File: src/verilog/lts_consts.svh
// constants for the logic tile: sizes and reset values
// assumes inclusion by every tile source file
`ifndef LTS_CONSTS_SVH
`define LTS_CONSTS_SVH
`define LTS_NCELL 4
`define LTS_NSLICE 2
`define LTS_LUT_NIN 4
`define LTS_LUT_DEPTH 16
`define LTS_STORE_RST 2'h0
`define LTS_SHIFT_CHK 5'h10
`endif

File: src/verilog/lts_pkg.sv
// types shared by the logic tile modules
// assumes nothing of its surroundings
package lts_pkg;
  typedef enum logic [1:0] {LTS_LUT_LOGIC, LTS_LUT_RAM, LTS_LUT_SHIFT} lts_lut_mode_t;
  typedef enum logic [1:0] {LTS_RAM_SINGLE, LTS_RAM_16X2, LTS_RAM_32X1, LTS_RAM_DUAL}
    lts_ram_shape_t;
  typedef enum logic [1:0] {LTS_D_LUT, LTS_D_SUM, LTS_D_DIRECT} lts_dsel_t;
  typedef enum logic [1:0] {LTS_CY_ADD, LTS_CY_MULT, LTS_CY_WIDE} lts_carry_mode_t;
endpackage : lts_pkg

File: src/verilog/lts_lut_if.sv
// interface between the tile and one look-up table
// assumes one instance per logic cell
`timescale 1ns/10ps
`default_nettype none
interface lts_lut_if;
  logic [3:0] raddr;
  logic [3:0] waddr;
  logic       we;
  logic       wd;
  logic       rd;
  logic       sh;
  modport lut (input raddr, input waddr, input we, input wd, output rd, output sh);
  modport tile (output raddr, output waddr, output we, output wd, input rd, input sh);
endinterface : lts_lut_if
`default_nettype wire

File: src/verilog/lts_lut.sv
// one 4-input look-up table: function, 16x1 ram or 16-bit shifter
// assumes the tile steers addresses and write strobes through the interface
`timescale 1ns/10ps
`default_nettype none
`include "lts_consts.svh"
module lts_lut
  import lts_pkg::*;
#(
  parameter int DEPTH = `LTS_LUT_DEPTH
) (
  input wire logic             clk_i,
  input wire logic             rst_n_i,
  input wire logic             cfg_load_i,
  input wire logic [DEPTH-1:0] cfg_init_i,
  input wire lts_lut_mode_t    cfg_mode_i,
  lts_lut_if.lut               bus
);
  typedef struct packed {
    logic [DEPTH-1:0] mem;
  } lts_lut_state_t;
  lts_lut_state_t state_r;
  lts_lut_state_t state_nxt;

  // ========
  // table contents
  always_comb begin
    state_nxt = state_r;
    if (cfg_load_i) begin
      state_nxt.mem = cfg_init_i;
    end else if (bus.we) begin
      case (cfg_mode_i)
        LTS_LUT_RAM:   state_nxt.mem[bus.waddr] = bus.wd;
        LTS_LUT_SHIFT: state_nxt.mem = {state_r.mem[DEPTH-2:0], bus.wd};
        default:       state_nxt.mem = state_r.mem;
      endcase
    end
  end

  always_ff @(posedge clk_i or negedge rst_n_i) begin
    if (!rst_n_i) begin
      state_r <= '0;
    end else begin
      state_r <= state_nxt;
    end
  end

  assign bus.rd = state_r.mem[bus.raddr];
  assign bus.sh = state_r.mem[DEPTH-1];
endmodule : lts_lut
`default_nettype wire

File: src/verilog/lts_slice_store.sv
// the two storage elements of one slice with shared controls
// assumes control inputs come from logic on clk_i; slice clock is sampled
`timescale 1ns/10ps
`default_nettype none
`include "lts_consts.svh"
module lts_slice_store
  import lts_pkg::*;
(
  input wire logic       clk_i,
  input wire logic       rst_n_i,
  input wire logic       cfg_load_i,
  input wire logic       cfg_latch_i,
  input wire logic [1:0] cfg_init_val_i,
  input wire logic       cfg_async_init_i,
  input wire logic       cfg_async_opp_i,
  input wire logic       cfg_inv_clk_i,
  input wire logic       cfg_inv_ce_i,
  input wire logic       cfg_inv_init_i,
  input wire logic       cfg_inv_opp_i,
  input wire logic       slice_clk_i,
  input wire logic       slice_ce_i,
  input wire logic       init_state_force_i,
  input wire logic       opposite_state_force_i,
  input wire logic [1:0] d_i,
  output logic     [1:0] q_o
);
  typedef struct packed {
    logic       clk_prev;
    logic [1:0] q;
  } lts_store_state_t;
  lts_store_state_t state_r;
  lts_store_state_t state_nxt;
  logic clk_lvl;
  logic ce_act;
  logic init_act;
  logic opp_act;
  logic edge_hit;
  logic capture;

  assign clk_lvl  = slice_clk_i ^ cfg_inv_clk_i;
  assign ce_act   = slice_ce_i ^ cfg_inv_ce_i;
  assign init_act = init_state_force_i ^ cfg_inv_init_i;
  assign opp_act  = opposite_state_force_i ^ cfg_inv_opp_i;
  assign edge_hit = clk_lvl & ~state_r.clk_prev;
  assign capture  = ce_act & (cfg_latch_i ? clk_lvl : edge_hit);

  // ========
  // next state; init force beats opposite force when both act
  always_comb begin
    state_nxt = state_r;
    state_nxt.clk_prev = clk_lvl;
    if (cfg_load_i) begin
      state_nxt.q = cfg_init_val_i;
    end else if (cfg_async_init_i && init_act) begin
      state_nxt.q = cfg_init_val_i;
    end else if (cfg_async_opp_i && opp_act && !init_act) begin
      state_nxt.q = ~cfg_init_val_i;
    end else if (init_act && edge_hit) begin
      state_nxt.q = cfg_init_val_i;
    end else if (opp_act && edge_hit) begin
      state_nxt.q = ~cfg_init_val_i;
    end else if (capture) begin
      state_nxt.q = d_i;
    end
  end

  always_ff @(posedge clk_i or negedge rst_n_i) begin
    if (!rst_n_i) begin
      state_r <= {1'b0, `LTS_STORE_RST};
    end else begin
      state_r <= state_nxt;
    end
  end

  assign q_o = (cfg_async_init_i && init_act) ? cfg_init_val_i :
               (cfg_async_opp_i && opp_act && !init_act) ? ~cfg_init_val_i : state_r.q;
endmodule : lts_slice_store
`default_nettype wire

File: src/verilog/lts_logic_tile.sv
// logic tile: two slices of two logic cells, muxes, carry chains
// assumes config inputs are static between loads and all inputs share clk_i
`timescale 1ns/10ps
`default_nettype none
`include "lts_consts.svh"
// Function
// - four logic cells in two slices
// - each generator is a 4-input table
// - table feeds comb output and storage
// - table usable as 16x1 synchronous ram
// - slice tables form 16x2, 32x1, dual-port
// - table usable as 16-bit shift register
// - storage element is flip-flop or latch
// - storage data from table, sum or direct input
// - init force loads configured initial value
// - opposite force loads complemented initial value
// - forces synchronous, optionally asynchronous
// - slice controls invertible, shared by pair
// - per-slice five-input mux picks table
// - six-input mux picks five-input mux output
// - four direct feedthrough paths per tile
// - two carry chains, two bits each
// - xor gate gives full adder per cell
// - and gate for multiplier partial products
// - carry path cascades wide logic
module lts_logic_tile
  import lts_pkg::*;
#(
  parameter int NCELL  = `LTS_NCELL,
  parameter int NSLICE = `LTS_NSLICE,
  parameter int NIN    = `LTS_LUT_NIN,
  parameter int DEPTH  = `LTS_LUT_DEPTH
) (
  input wire logic                   clk_i,
  input wire logic                   rst_n_i,
  input wire logic                   cfg_load_i,
  input wire logic [NCELL*DEPTH-1:0] cfg_lut_init_i,
  input wire lts_lut_mode_t          cfg_lut_mode_i [NCELL],
  input wire lts_ram_shape_t         cfg_ram_shape_i [NSLICE],
  input wire lts_dsel_t              cfg_dsel_i [NCELL],
  input wire lts_carry_mode_t        cfg_carry_mode_i [NSLICE],
  input wire logic [NCELL-1:0]       cfg_init_val_i,
  input wire logic [NSLICE-1:0]      cfg_latch_i,
  input wire logic [NSLICE-1:0]      cfg_async_init_i,
  input wire logic [NSLICE-1:0]      cfg_async_opp_i,
  input wire logic [NSLICE-1:0]      cfg_inv_clk_i,
  input wire logic [NSLICE-1:0]      cfg_inv_ce_i,
  input wire logic [NSLICE-1:0]      cfg_inv_init_i,
  input wire logic [NSLICE-1:0]      cfg_inv_opp_i,
  input wire logic [NCELL*NIN-1:0]   lut_in_i,
  input wire logic [NCELL-1:0]       direct_i,
  input wire logic [NSLICE-1:0]      wr_en_i,
  input wire logic [NCELL-1:0]       wr_data_i,
  input wire logic [NSLICE-1:0]      carry_i,
  input wire logic [NSLICE-1:0]      slice_clk_i,
  input wire logic [NSLICE-1:0]      slice_ce_i,
  input wire logic [NSLICE-1:0]      init_state_force_i,
  input wire logic [NSLICE-1:0]      opposite_state_force_i,
  input wire logic [NSLICE-1:0]      five_sel_i,
  input wire logic                   six_sel_i,
  output logic     [NCELL-1:0]       comb_o,
  output logic     [NCELL-1:0]       sum_o,
  output logic     [NCELL-1:0]       q_o,
  output logic     [NCELL-1:0]       feed_o,
  output logic     [NCELL-1:0]       shift_o,
  output logic     [NSLICE-1:0]      carry_o,
  output logic     [NSLICE-1:0]      five_input_mux_o,
  output logic                       six_input_mux_o
);
  lts_lut_if  lut_bus [NCELL] ();
  logic [NCELL-1:0] lut_out;
  logic [NCELL-1:0] cy_in;
  logic [NCELL-1:0] cy_out;
  logic [NCELL-1:0] gen;
  logic [NCELL-1:0] st_d;

  // ========
  // logic cells
  // four cells, two per slice
  for (genvar g = 0; g < NCELL; g++) begin : g_cell
    localparam int S  = g / 2;
    localparam int HI = g % 2;
    logic [NIN-1:0] own_addr;
    logic [NIN-1:0] base_addr;
    assign own_addr  = lut_in_i[g*NIN +: NIN];
    assign base_addr = lut_in_i[(2*S)*NIN +: NIN];

    always_comb begin
      lut_bus[g].raddr = own_addr;
      lut_bus[g].waddr = own_addr;
      lut_bus[g].we    = wr_en_i[S];
      lut_bus[g].wd    = wr_data_i[g];
      if (cfg_lut_mode_i[g] == LTS_LUT_RAM) begin
        case (cfg_ram_shape_i[S])
          LTS_RAM_16X2: begin
            lut_bus[g].raddr = base_addr;
            lut_bus[g].waddr = base_addr;
          end
          LTS_RAM_32X1: begin
            lut_bus[g].raddr = base_addr;
            lut_bus[g].waddr = base_addr;
            lut_bus[g].wd    = wr_data_i[2*S];
            lut_bus[g].we    = wr_en_i[S] & (five_sel_i[S] == 1'(HI));
          end
          // both cells write at the lower cell's address, upper cell reads its own address
          LTS_RAM_DUAL: begin
            lut_bus[g].waddr = base_addr;
            lut_bus[g].wd    = wr_data_i[2*S];
          end
          default: begin
            lut_bus[g].raddr = own_addr;
          end
        endcase
      end
    end

    lts_lut #(
      .DEPTH      (DEPTH)
    ) u_lut (
      .clk_i      (clk_i),
      .rst_n_i    (rst_n_i),
      .cfg_load_i (cfg_load_i),
      .cfg_init_i (cfg_lut_init_i[g*DEPTH +: DEPTH]),
      .cfg_mode_i (cfg_lut_mode_i[g]),
      .bus        (lut_bus[g])
    );
    assign lut_out[g] = lut_bus[g].rd;
    assign comb_o[g]  = lut_out[g];
    assign shift_o[g] = lut_bus[g].sh;
    assign feed_o[g]  = direct_i[g];

    if (HI == 0) begin : g_lo
      assign cy_in[g] = carry_i[S];
    end else begin : g_hi
      assign cy_in[g] = cy_out[g-1];
    end

    always_comb begin
      case (cfg_carry_mode_i[S])
        LTS_CY_MULT: gen[g] = own_addr[0] & own_addr[1];
        LTS_CY_WIDE: gen[g] = 1'b0;
        default:     gen[g] = own_addr[0];
      endcase
    end
    // table output is the propagate term
    assign cy_out[g] = lut_out[g] ? cy_in[g] : gen[g];
    assign sum_o[g]  = lut_out[g] ^ cy_in[g];

    always_comb begin
      case (cfg_dsel_i[g])
        LTS_D_SUM:    st_d[g] = sum_o[g];
        LTS_D_DIRECT: st_d[g] = direct_i[g];
        default:      st_d[g] = lut_out[g];
      endcase
    end
  end

  // ========
  // slices
  for (genvar s = 0; s < NSLICE; s++) begin : g_slice
    lts_slice_store u_store (
      .clk_i                  (clk_i),
      .rst_n_i                (rst_n_i),
      .cfg_load_i             (cfg_load_i),
      .cfg_latch_i            (cfg_latch_i[s]),
      .cfg_init_val_i         (cfg_init_val_i[2*s +: 2]),
      .cfg_async_init_i       (cfg_async_init_i[s]),
      .cfg_async_opp_i        (cfg_async_opp_i[s]),
      .cfg_inv_clk_i          (cfg_inv_clk_i[s]),
      .cfg_inv_ce_i           (cfg_inv_ce_i[s]),
      .cfg_inv_init_i         (cfg_inv_init_i[s]),
      .cfg_inv_opp_i          (cfg_inv_opp_i[s]),
      .slice_clk_i            (slice_clk_i[s]),
      .slice_ce_i             (slice_ce_i[s]),
      .init_state_force_i     (init_state_force_i[s]),
      .opposite_state_force_i (opposite_state_force_i[s]),
      .d_i                    (st_d[2*s +: 2]),
      .q_o                    (q_o[2*s +: 2])
    );
    assign carry_o[s] = cy_out[2*s+1];
    assign five_input_mux_o[s] = five_sel_i[s] ? lut_out[2*s+1] : lut_out[2*s];
  end

  assign six_input_mux_o = six_sel_i ? five_input_mux_o[1] : five_input_mux_o[0];

  // ========
  // checks
  // shift runs are only checked on cell 2; other cells share the code
  logic [4:0] shift_run_r;
  logic [4:0] shift_run_nxt;
  logic       shift_go;
  logic       ram0;
  logic       deep0;
  logic       ram01;
  logic       pair0;
  logic       dual0;
  assign shift_go = cfg_lut_mode_i[2] == LTS_LUT_SHIFT && wr_en_i[1] && !cfg_load_i;
  assign ram0     = cfg_lut_mode_i[0] == LTS_LUT_RAM
                    && cfg_ram_shape_i[0] == LTS_RAM_SINGLE;
  assign deep0    = cfg_lut_mode_i[0] == LTS_LUT_RAM && cfg_lut_mode_i[1] == LTS_LUT_RAM
                    && cfg_ram_shape_i[0] == LTS_RAM_32X1;
  assign ram01    = cfg_lut_mode_i[0] == LTS_LUT_RAM && cfg_lut_mode_i[1] == LTS_LUT_RAM;
  assign pair0    = ram01 && cfg_ram_shape_i[0] == LTS_RAM_16X2;
  assign dual0    = ram01 && cfg_ram_shape_i[0] == LTS_RAM_DUAL;
  always_comb begin
    shift_run_nxt = 5'h00;
    if (shift_go) begin
      shift_run_nxt = (shift_run_r == `LTS_SHIFT_CHK) ? shift_run_r : 5'(shift_run_r + 5'h01);
    end
  end
  always_ff @(posedge clk_i or negedge rst_n_i) begin
    if (!rst_n_i) begin
      shift_run_r <= 5'h00;
    end else begin
      shift_run_r <= shift_run_nxt;
    end
  end
endmodule : lts_logic_tile
`default_nettype wire

File: config.mk
export PLATFORM = sky130hd
export DESIGN_NAME = lts_logic_tile
export DESIGN_NICKNAME = d
export VERILOG_FILES = /design/src/verilog/lts_pkg.sv /design/src/verilog/lts_lut_if.sv /design/src/verilog/lts_lut.sv /design/src/verilog/lts_slice_store.sv /design/src/verilog/lts_logic_tile.sv
export VERILOG_INCLUDE_DIRS = /design/src /design/src/verilog
export SDC_FILE = /design/constraint.sdc
export NUM_CORES = 1
export LEC_CHECK = 0
export ABC_AREA = 1
export ABC_CLOCK_PERIOD_IN_PS = 2860
export BUFFER_PORTS_ARGS = -buffer_cell sky130_fd_sc_hd__buf_2
export CORE_ASPECT_RATIO = 1.1
export CORE_UTILIZATION = 59
export DETAILED_ROUTE_END_ITERATION = 10
export PLACE_DENSITY = 0.88
export REMOVE_ABC_BUFFERS = 1
export SLEW_MARGIN = 15
export SYNTH_ARGS = -nofsm -noshare
export SYNTH_HDL_FRONTEND = slang
export SYNTH_SLANG_ARGS = --single-unit
File: constraint.sdc
create_clock -name clk_i -period 2.86 [get_ports clk_i]
set_input_delay 0.143 -clock clk_i [delete_from_list [all_inputs] [get_ports clk_i]]
set_output_delay 0.143 -clock clk_i [all_outputs]
set_load 0.03 [all_outputs]
Yosys cells after proc, flatten, opt, wreduce, memory -nomap -nowiden
Index checks and enable logic that the tools add are counted.
{"block": "totals", "output_inout_bits": 25, "elab_cells": 195, "in_bits": 148, "register_bits": 70}
{"block": "op_classes", "n_eq_ne": 26, "muxes": 85, "n_reduce_logical": 36, "bitwise": 30, "n_lt_le_gt_ge": 10}
{"cell": "2-to-1 mux 16 bit", "n": 8}
{"cell": "one-hot mux 16 bit (2 select lines)", "n": 4}
{"cell": "bitwise mux 16 bit", "n": 4}
{"cell": "2-to-1 mux 2 bit", "n": 16}
{"cell": "2-to-1 mux 4 bit", "n": 8}
{"cell": "< comparator 4 x 5 -> 1 bit, second input constant", "n": 6}
{"cell": "2-to-1 mux 1 bit", "n": 29}
{"cell": "equality test 2 bit, second input constant", "n": 14}
{"cell": "equality test 2 x 1 -> 1 bit, second input constant", "n": 12}
{"cell": "binary-select mux 1 bit (select 4 bit)", "n": 4}
{"cell": "demux 1 bit (select 4 bit)", "n": 4}
{"cell": ">= comparator 4 x 1 -> 1 bit, second input constant", "n": 4}
{"cell": "one-hot mux 1 bit (2 select lines)", "n": 8}
{"cell": "logical AND 1 bit", "n": 14}
{"cell": "AND 1 bit", "n": 12}
{"cell": "nonzero test 3 bit", "n": 4}
{"cell": "nonzero test 6 bit", "n": 2}
{"cell": "bitwise XOR 1 bit", "n": 12}
{"cell": "AND reduction 2 bit", "n": 4}
{"cell": "nonzero test 2 bit", "n": 4}
{"cell": "OR reduction 2 bit", "n": 4}
{"cell": "OR reduction 3 bit", "n": 2}
{"cell": "inverter 1 bit", "n": 4}
{"cell": "inverter 2 bit", "n": 2}
{"cell": "zero test 1 bit", "n": 2}

Longest topological paths before layout
Gate-level depths: netlist (run 1).
{"block": "depth", "depth_word": 14, "mapped_depth": 22}

Cells and area by module
Synthesis (run 1) repeated with hierarchy kept, for this count alone.
{"block": "unflattened", "hier_cells": 1477, "hier_area_um2": 8355.5}
{"mod": "lts_lut", "area_per_inst_um2": 1646.6, "cells_each": 294, "n_inst": 4, "seq_area_each_um2": 400.4}
{"mod": "lts_logic_tile", "area_per_inst_um2": 945.9, "cells_each": 153, "n_inst": 1, "seq_area_each_um2": 0.0}
{"mod": "lts_slice_store", "area_per_inst_um2": 411.6, "cells_each": 74, "n_inst": 2, "seq_area_each_um2": 75.1}

Worst setup path before layout (run 1)
Ideal clock, no wire load.
{"block": "synth_timing", "path_type": "input -> output", "startpoint": "in cfg_ram_shape_i[0] (netlist name)", "endpoint": "out six_input_mux_o", "path_buffers": 0, "arrival_time_ns": 2.238, "setup_slack_ns": 0.479, "path_stages": 12, "path_cell_list": "inv_1 > ha_1 > nand3_2 > nand2_1 > nand3_1 > nand3_1 > nand3_1 > nand3_1 > nand2_1 > a21oi_1 > nand2_1 > o21ai_0"}
{"block": "synth_via", "elab_chain_cells": 8, "word_cells_on_any_way": 9, "cone_classes": "eq/ne (2); mux (6); reduce/logical (1)"}
{"element": "start, declared", "line": "lts_logic_tile.sv:39", "rtl": "input wire lts_ram_shape_t cfg_ram_shape_i [NSLICE],"}
{"element": "equality test 2 bit or equality test 2 x 1 -> 1 bit (tied branches)", "line": "lts_logic_tile.sv:94", "rtl": "case (cfg_ram_shape_i[S])"}
{"element": "OR reduction 2 bit (no source line) *"}
{"element": "2-to-1 mux 4 bit *", "line": "lts_logic_tile.sv:94"}
{"element": "2-to-1 mux 4 bit *", "line": "lts_logic_tile.sv:93", "rtl": "if (cfg_lut_mode_i[g] == LTS_LUT_RAM) begin"}
{"element": "binary-select mux 1 bit (select 4 bit) *", "line": "lts_lut.sv:47", "rtl": "assign bus.rd = state_r.mem[bus.raddr];"}
{"element": "2-to-1 mux 1 bit (not written as such) *", "line": "lts_lut.sv:47"}
{"element": "2-to-1 mux 1 bit *", "line": "lts_logic_tile.sv:181", "rtl": "assign five_input_mux_o[s] = five_sel_i[s] ? lut_out[2*s+1] : lut_out[2*s];"}
{"element": "net five_input_mux_o[1]", "line": "lts_logic_tile.sv:67", "rtl": "output logic [NSLICE-1:0] five_input_mux_o,"}
{"element": "2-to-1 mux 1 bit *", "line": "lts_logic_tile.sv:184", "rtl": "assign six_input_mux_o = six_sel_i ? five_input_mux_o[1] : five_input_mux_o[0];"}
{"element": "end, declared", "line": "lts_logic_tile.sv:68", "rtl": "output logic six_input_mux_o"}
Mark *: on every way through the listed nets, which the timed path passes. The rest lies on a longest branch. The select of a mux whose other input is x is not followed.

Worst setup path after layout (run 1)
{"block": "layout_timing", "startpoint": "in cfg_ram_shape_i[2] (netlist name)", "endpoint": "out six_input_mux_o"}
{"block": "layout_via", "elab_chain_cells": 8, "word_cells_on_any_way": 9, "cone_classes": "eq/ne (2); mux (6); reduce/logical (1)"}
{"element": "equality test 2 bit or equality test 2 x 1 -> 1 bit (tied branches)", "line": "lts_logic_tile.sv:94"}
{"element": "OR reduction 2 bit (no source line) *"}
{"element": "2-to-1 mux 4 bit *", "line": "lts_logic_tile.sv:94"}
{"element": "2-to-1 mux 4 bit *", "line": "lts_logic_tile.sv:93"}
{"element": "binary-select mux 1 bit (select 4 bit) *", "line": "lts_lut.sv:47"}
{"element": "2-to-1 mux 1 bit (not written as such) *", "line": "lts_lut.sv:47"}
{"element": "2-to-1 mux 1 bit *", "line": "lts_logic_tile.sv:181"}
{"element": "2-to-1 mux 1 bit *", "line": "lts_logic_tile.sv:184"}
Every way passes the cells marked *; elsewhere a longest branch is shown, timed or not. The select of a mux whose other input is x is not followed.

==> results of run 1 <==
-- cell usage after synthesis --
library cell,number
nand2_1,271
inv_1,154
o21ai_0,132
nor2_1,125
nand3_1,89
a21oi_1,72
dfrtp_1,70
clkbuf_1,27
o221ai_1,26
ha_1,16
buf_4,15
a221oi_1,10
inv_2,9
nor2_2,9
o22ai_1,9
o211ai_1,8
o21ai_2,8
buf_2,5
o21ai_1,5
xnor2_1,5
a211oi_1,4
o41ai_1,4
a22oi_1,3
nor2_4,3
nor4_1,3
a21boi_0,2
a21oi_2,2
a31oi_1,2
and2_1,2
mux2i_1,2
nand3b_1,2
nand4_1,2
nor3_1,2
or2_0,2
or2_2,2
buf_1,1
buf_6,1
clkinv_1,1
nand3_2,1
o31ai_1,1
xor2_1,1
-- cell families (layout without fill, tap and decap cells) --
group           Yosys count  after routing  synth area share
simple gates            513            513            0.3169
compound gates          288            288            0.2516
buf+inv                 213            368            0.1296
flops                    70             70            0.2611
fa+ha+maj                16             16           0.02984
xor+xnor                  6              6          0.007834
mux                       2              2          0.002985
other cells               0              1                 0
-- state kept, by name, summed over array words and instances, names as in the netlist --
| register | cells |
|---|---|
| g_slice.u_store.state_r | 6 |
| g_cell.u_lut.state_r | 64 |
-- per-stage QoR --
| step | setup WS (ns) | util | cell area, um2 | total power, mW | hold slack [ns] |
|---|---|---|---|---|---|
| global route | 0.02303 | 0.7224 | 7954 | 4.123 | 0.06155 |
| detailed placement | 0.3195 | 0.6920 | 7620 | 2.616 | 0.4030 |
| floorplan | 0.02872 | - | 6454 | 2.137 | -0.1526 |
| global placement | 0.3515 | 0.6920 | 7620 | 2.594 | 0.3906 |
| finish | 0.2426 | 0.7226 | 7956 | 3.898 | 0.03816 |
| CTS | 0.3086 | 0.7224 | 7954 | 3.885 | 0.05441 |
-- worst paths after layout --
path	from	end	slack [ns]	depth (start not counted)
min in group clk_i	cfg_lut_init_i[24]	g_cell[1].u_lut.state_r[8]	0.05	3
worst max register to register	g_cell[0].u_lut.state_r[5]	g_slice[0].u_store.state_r[1]	0.89	18
worst min register to register	g_slice[1].u_store.state_r[0]	g_slice[1].u_store.state_r[0]	0.48	2
max in group asynchronous	rst_n_i	g_slice[0].u_store.state_r[2]	2.19	2
worst min-delay path	rst_n_i	g_cell[2].u_lut.state_r[10]	0.04	2
worst max-delay path	cfg_ram_shape_i[2]	six_input_mux_o	0.24	14
-- power by group --
| group | switching [mW] | leakage [nW] | total, mW | internal [mW] |
|---|---|---|---|---|
| Clock | 0.460 | 0.162 | 1.27 | 0.812 |
| Combinational | 0.860 | 3.04 | 1.32 | 0.464 |
| Sequential | 0.145 | 0.859 | 1.30 | 1.16 |
-- layout make-up --
type                       count  area, um2
antenna                        1      2.502
clock buffer                  11      252.7
timing repair buffer         188      980.9
clock inverter                 5      81.33
multi-input combinational    825       4086
sequential                    70       1752
inverter                     164      616.8
fill                        1006       3054
tap                          147      183.9
-- critical path, delay by kind of cell --
family	cells	cell delay [ns]
AOI/OAI and AO/OA	2	0.55
adders and majority gates	1	0.33
buffers and inverters	4	0.40
and+or+nand+nor	7	1.03
-- per-layer routing --
| metal | GRT usage | vias up |
|---|---|---|
| met5 | 0 | - |
| met4 | 0.1714 | 0 |
| met3 | 0.06057 | 67 |
| met2 | 0.6394 | 435 |
| met1 | 0.4193 | 3620 |
| li1 | - | 3957 |
==> impl_metrics.tcl, run 1 <==
set metrics [dict create \
    p_leak_nw 4.061 \
    maxSlewViolCount 0 \
    coreArea_mm2 0.01101 \
    wl_met1_mm 8.061 \
    gr-total-overflow 0 \
    antenna_found_initial 1 \
    cts.clk_slew.worst_paths_ns 0.06 \
    area_growth_pct 18.62 \
    drive_gt1_frac 0.1892 \
    setup_viol 0 \
    layout_common_cells "nand2_1, buf_2, inv_1" \
    wl_met2_mm 10.27 \
    netlist_area_mm2 0.006708 \
    syn_avg_cell_area_um2 6.054 \
    fmax_mhz 382.1 \
    rsz0062_at_grt "no" \
    drt_iter0_markers 561 \
    post_cts_buffers 0 \
    ys_types 41 \
    worstPathRequired_ns 2.72 \
    yosys-top-cells-area "dfrtp_1, nand2_1, o21ai_0, inv_1, nor2_1" \
    viasPerCell 5.726 \
    clock-sinks 70 \
    start_util 0.6092 \
    critPathArrivalTime_ns 2.47 \
    netlist_instances 1108 \
    dieArea_mm2 0.01180 \
    cts_resized 0 \
    place.port_buffers 172 \
    postRouteAntennaNets 0 \
    vdd_drop_max_mv 0.3287 \
    maxCapViolCount 0 \
    setup-tns-final_ns 0 \
    crit_chain "buf_2, inv_1, ha_1, nand3_1, nand2_1, nand3_1, nand3_1, nand3_1, nand3_1, nand2_1, inv_1, o21ai_0, o21ai_0, buf_2" \
    yosysSeqAreaShare 0.2611 \
    die_x_um 103.7 \
    cp_slowest_stage_delay_ns 0.42 \
    grt_pass1_wl_mm 34.08 \
    wl_met3_mm 1.738 \
    cts_buffers 9 \
    wl_mm 20.85 \
    finalNonFillerCells 1411 \
    wl_per_cell_um 14.77 \
    end_kind "output port" \
    drt_first_pass_iters 6 \
    fin_crit_ns 2.617 \
    grt_max_degree 71 \
    cp_common_cell "nand3_1" \
    grt_pass1_vias 7472 \
    min_path_type "in -> async" \
    powerDensity_mw_per_mm2 490.0 \
    netlist.area_leader.share 0.2611 \
    chipHeight_um 113.8 \
    cp_max_fo 10 \
    max-slew-margin-rel 0.2956 \
    yosys.area.top_type "dfrtp_1" \
    rows 40 \
    hold_viol_final 0 \
    path_class "in -> out" \
    cts-root-buf "clkbuf_16" \
    place_inst 1394 \
    cts_max_path_buffers 2 \
    clk-insertion-delay-late_ns 0.34 \
    fin_nets 1422 \
    gp_congestion 0.9796 \
    grt_usage 0.3576 \
    hpwl_mm 15.46 \
    cp-start-kind "input pin" \
    mostFrequentLayoutCell "nand2_1" \
    routed.top_layer "met4" \
    yosys_warnings 0 \
    ios 173 \
    cts_tree "built" \
    status "completed" \
    route.detailed.drc 0 \
    slowest_stage "o21ai_0" \
    skew_ns 0.007919 \
    vias 8079 \
    cts_hold_buffers 0 \
    ys_seq_elements 70 \
    tightestPinTransition_ns 1.053 \
    h-tree-depth 3 \
    post-route-period-util 0.9152 \
]
Power figures use the tool's default switching activity.
==> run 2: changes to the inputs <==
CORE_UTILIZATION = 60   (was 59)
CTS_BUF_LIST = sky130_fd_sc_hd__clkbuf_4 sky130_fd_sc_hd__clkbuf_8   (was not set)
PLACE_DENSITY = 0.89   (was 0.88)
==> impl_metrics.tcl, run 2 (same netlist as run 1, synthesis figures left out) <==
set metrics [dict create \
    status "completed" \
    mostFrequentLayoutCell "nand2_1" \
    path_class "in -> out" \
    fin_ws_ns 0.2584 \
    cp_max_fo 10 \
    route.detailed.drc 0 \
    cp-start-kind "input pin" \
    cts_tree "built" \
    largest_reg_flops 64 \
    worstPathRequired_ns 2.72 \
    chipHeight_um 112.9 \
    min_path_type "in -> reg" \
    place_ws_ns 0.1827 \
    fin_nets 1418 \
    setup_viol 0 \
    fillers 996 \
    die_x_um 102.8 \
    grt_usage 0.3633 \
    grt_pass1_wl_mm 33.19 \
    p_leak_nw 4.002 \
    drive_gt1_frac 0.1867 \
    start_util 0.6148 \
    hpwl_mm 15.33 \
    dieArea_mm2 0.01161 \
    viasPerCell 5.717 \
    cts-root-buf "clkbuf_8" \
    gr-total-overflow 0 \
    powerDensity_mw_per_mm2 455.1 \
    rsz0062_at_grt "no" \
    setup-tns-final_ns 0 \
    wl_mm 20.29 \
    crit_family "simple AND/OR/NAND/NOR gates" \
    grt_pass1_vias 7267 \
    fin_crit_ns 2.602 \
    vdd_drop_max_mv 0.2457 \
    ios 173 \
    coreArea_mm2 0.01091 \
    clk-insertion-delay-late_ns 0.37 \
    place.port_buffers 172 \
    cts.clk_slew.worst_paths_ns 0.08 \
    clock-sinks 70 \
    cp_num_buf_inv 4 \
    rows 40 \
    skew_ns 0.009593 \
    maxSlewViolCount 0 \
    gp_congestion 0.9941 \
    postRouteAntennaNets 0 \
    cp_slowest_stage_delay_ns 0.36 \
    vias 8038 \
    holdWs_ns 0.03150 \
    power.total_mw 3.564 \
    wl_per_cell_um 14.43 \
    slowest_stage "o21ai_0" \
    diodes 0 \
    area_growth_pct 16.75 \
    h-tree-depth 3 \
    final_util 0.7178 \
    fmax_mhz 384.4 \
    critPathArrivalTime_ns 2.46 \
    drt_first_pass_iters 6 \
    cp_common_cell "nand3_1" \
    drt_iter0_markers 552 \
    maxCapViolCount 0 \
    cts_buffers 9 \
    end_kind "output port" \
    post-route-period-util 0.9096 \
    tightestPinTransition_ns 1.117 \
    layout_common_cells "nand2_1, buf_2, inv_1" \
    reg.largest.list "g_cell.u_lut.state_r x64, g_slice.u_store.state_r x6" \
    antenna_found_initial 0 \
    crit_chain "buf_2, inv_1, ha_1, nand3_1, nand2_1, nand3_1, nand3_1, nand3_1, nand3_1, nand2_1, inv_1, o21ai_0, o21ai_0, buf_2" \
    max-slew-margin-rel 0.2525 \
    grt_max_degree 54 \
    multi_input_area_mm2 0.004090 \
    ff_latch_area_mm2 0.001752 \
    regMostFlops "g_cell.u_lut.state_r" \
    hold_viol_final 0 \
    cts_max_path_buffers 2 \
]
-- run 2: final cells by class --
| cell class | instances | share of cell area |
|---|---|---|
| multi-input combinational | 825 | 0.5223 |
| sequential | 70 | 0.2237 |
| timing repair buffer | 184 | 0.1233 |
| inverter | 164 | 0.07877 |
| tap | 147 | 0.02349 |
| clock buffer | 12 | 0.01949 |
| clock inverter | 4 | 0.008947 |
-- run 2: per-layer routing --
layer  track usage  up-vias  part of all wire
li1              -     3949                 -
met1        0.4502     3505              0.38
met2        0.5911      488              0.47
met3       0.05374       96             0.099
met4        0.2216        0             0.056
met5             0        -                 0
-- run 2: final timing paths --
| kind | cells after the start | from | end | slack [ns] |
|---|---|---|---|---|
| max reg2reg | 16 | g_cell[0].u_lut.state_r[7] | g_slice[0].u_store.state_r[0] | 0.77 |
| max | 14 | cfg_ram_shape_i[2] | six_input_mux_o | 0.26 |
| max in group asynchronous | 3 | rst_n_i | g_cell[3].u_lut.state_r[9] | 1.72 |
| min | 3 | slice_clk_i[1] | g_slice[1].u_store.state_r[2] | 0.03 |
| min in group asynchronous | 2 | rst_n_i | g_cell[0].u_lut.state_r[5] | 0.43 |
| min reg2reg | 2 | g_slice[1].u_store.state_r[1] | g_slice[1].u_store.state_r[1] | 0.49 |
-- run 2: timing repair --
action	4_1_cts	5_1_grt
hold buffers	1	0
buffers inserted	0	0
gates resized for setup	0	2
hold endpoints to repair	35	0
endpoints found under the setup margin	0	3
-- run 2: worst reg2reg max path, cell delays in order (launching register included) --
cell and delay (ns):
dfrtp_1 0.39, nand2_1 0.06, o21ai_0 0.09, nand2_1 0.08
nand2_1 0.06, nand2_1 0.05, nand2_1 0.06, nor2_1 0.33
xnor2_1 0.21, nand2_1 0.08, nand2_1 0.11, nand2_1 0.09
a22oi_1 0.15, nand2_1 0.08, nand2_1 0.08, nand2_1 0.05
nand2_1 0.05
-- run 2: power breakdown --
part	internal [mW]	leakage, nW	total [mW]	switching [mW]
Combinational	0.461	3.03	1.32	0.863
Clock	0.532	0.117	0.939	0.407
Sequential	1.16	0.859	1.30	0.146
-- run 2: through the flow --
stage	cell area, um2	std cells
floorplan	6454	1059
global placement	7595	1389
detailed placement	7595	1389
CTS	7828	1406
global route	7831	1406
finish	7831	1406
==> run 3: changes to the inputs <==
ABC_CLOCK_PERIOD_IN_PS = not set   (was 2860)
PLACE_DENSITY = not set   (was 0.89)
PLACE_DENSITY_LB_ADDON = 0.2   (was not set)
==> impl_metrics.tcl, run 3 (same netlist as run 1, synthesis figures left out) <==
set metrics [dict create \
    status "completed" \
    coreArea_mm2 0.01091 \
    worstHoldEndpoint "g_slice[1].u_store.state_r[2]" \
    p_leak_nw 4.007 \
    die_x_um 102.8 \
    wl_per_cell_um 14.09 \
    rr_endpoint "g_slice[0].u_store.state_r[1]" \
    fmax_mhz 381.6 \
    hpwl_mm 14.86 \
    antenna_found_initial 0 \
    ios 173 \
    critPathArrivalTime_ns 2.48 \
    fillers 1013 \
    setup_viol 0 \
    vias 7992 \
    gp_congestion 0.9981 \
    cts_max_path_buffers 2 \
    wl_mm 19.83 \
    powerDensity_mw_per_mm2 465.4 \
    mostFrequentLayoutCell "nand2_1" \
    maxCapViolCount 0 \
    skew_ns 0.01015 \
    drive_gt1_frac 0.1865 \
    ff_latch_area_mm2 0.001752 \
    cts_tree "built" \
    clock-sinks 70 \
    multi_input_area_mm2 0.004086 \
    max-slew-margin-rel 0.2716 \
    dpl_cell_area_mm2 0.007592 \
    route.detailed.drc 0 \
    postRouteAntennaNets 0 \
    ff2ff_setup_slack_ns 0.84 \
    cp-start-kind "input pin" \
    tightestPinTransition_ns 1.089 \
    pwr-share-comb 0.358 \
    finalNonFillerCells 1407 \
    gr-total-overflow 0 \
    cts-root-buf "clkbuf_8" \
    crit_family "simple AND/OR/NAND/NOR gates" \
    clockPowerShare 0.288 \
    drt_first_pass_iters 8 \
    cts.clk_slew.worst_paths_ns 0.08 \
    layout_common_cells "nand2_1, buf_2, inv_1" \
    place.port_buffers 172 \
    cp_common_cell "nand3_1" \
    cp_num_buf_inv 4 \
    area_growth_pct 17.16 \
    final_util 0.7203 \
    cp_slowest_stage_delay_ns 0.37 \
    min_path_cells 3 \
    reg.largest.list "g_cell.u_lut.state_r x64, g_slice.u_store.state_r x6" \
    maxSlewViolCount 0 \
    h-tree-depth 3 \
    crit_chain "buf_2, inv_1, ha_1, nand3_1, nand2_1, nand3_1, nand3_1, nand3_1, nand3_1, nand2_1, inv_1, o21ai_0, o21ai_0, buf_2" \
    setup-tns-final_ns 0 \
    ff2ff_path_depth 18 \
    slowest_stage "o21ai_0" \
    min_path_type "in -> reg" \
    rows 40 \
    fin_nets 1419 \
    path_class "in -> out" \
    finalInstanceArea_mm2 0.007859 \
    place_inst 1390 \
    grt_pass1_wl_mm 31.67 \
    fin_crit_ns 2.621 \
    post-route-period-util 0.9164 \
    largest_reg_flops 64 \
    p_sw_mw 1.414 \
    chipHeight_um 112.9 \
    grt_usage 0.3449 \
    cts_buffers 9 \
    diodes 0 \
    start_util 0.6148 \
    swShare 0.3866 \
    grt_max_degree 71 \
    regMostFlops "g_cell.u_lut.state_r" \
    hp-start "slice_clk_i[1]" \
    worstPathRequired_ns 2.72 \
    dieArea_mm2 0.01161 \
    seq_power_share 0.354 \
    viasPerCell 5.680 \
    power.internal_mw 2.244 \
    cp_max_fo 10 \
    rsz0062_at_grt "no" \
    worst-path-stages 14 \
    grt_pass1_vias 7015 \
    end_kind "output port" \
    post_cts_buffers 0 \
    r2r-start "g_cell[0].u_lut.state_r[7]" \
    vdd_drop_max_mv 0.3596 \
    drt_iter0_markers 434 \
    hold_viol_final 0 \
    clk-insertion-delay-late_ns 0.37 \
]
==> run 3: metal layers <==
metal	routed length, um	vias to the layer above	share of wire	track usage
met4	851	0	0.043	0.1653
met5	0	-	0	0
li1	-	3944	-	-
met1	8047	3577	0.41	0.4266
met3	1610	70	0.081	0.05188
met2	9321	401	0.47	0.5822
==> run 3: worst max path at each step <==
| stage | start | end |
|---|---|---|
| detailed placement | cfg_ram_shape_i[2] | six_input_mux_o |
| CTS | cfg_ram_shape_i[2] | six_input_mux_o |
| finish | cfg_ram_shape_i[2] | six_input_mux_o |
| floorplan | cfg_load_i | g_slice[0].u_store.state_r[0] |
| global route | cfg_ram_shape_i[2] | six_input_mux_o |
| global placement | cfg_ram_shape_i[2] | six_input_mux_o |
==> run 3: final cells by class <==
class / count / area share
inverters: 164 / 0.07849
well taps: 147 / 0.02340
clock buffers: 11 / 0.01926
flip-flops and latches: 70 / 0.2229
multi-input cells: 825 / 0.5200
clock inverters: 5 / 0.01337
repair buffers: 185 / 0.1226
==> run 3: timing repair <==
action / 4_1_cts / 5_1_grt
hold buffers: 1 / 0
setup endpoints to repair: 0 / 2
hold endpoints to repair: 70 / 0
gates resized for setup: 0 / 2
==> run 3: power groups by stage <==
stage	combinational, mW	sequential, mW	clock (mW)
final	1.31	1.29	1.05
after global routing	1.47	1.31	1.10
after CTS	1.30	1.29	1.05
after detailed placement	1.29	1.31	0
after global placement	1.27	1.31	0
after floorplan	0.859	1.28	0
==> run 3: worst min-delay path, delay by kind of cell <==
kind	cells	cell delay, ns
buffers and inverters	2	0.14
XOR/XNOR	1	0.08
==> run 3: metrics by stage <==
stage | power [mW] | hold slack (ns) | setup WS [ns]
finish | 3.658 | 0.02076 | 0.2392
global placement | 2.577 | 0.3260 | 0.2949
floorplan | 2.137 | -0.1526 | 0.02872
global route | 3.880 | 0.04743 | 0.03356
CTS | 3.639 | 0.02532 | 0.2000
detailed placement | 2.597 | 0.3383 | 0.1853
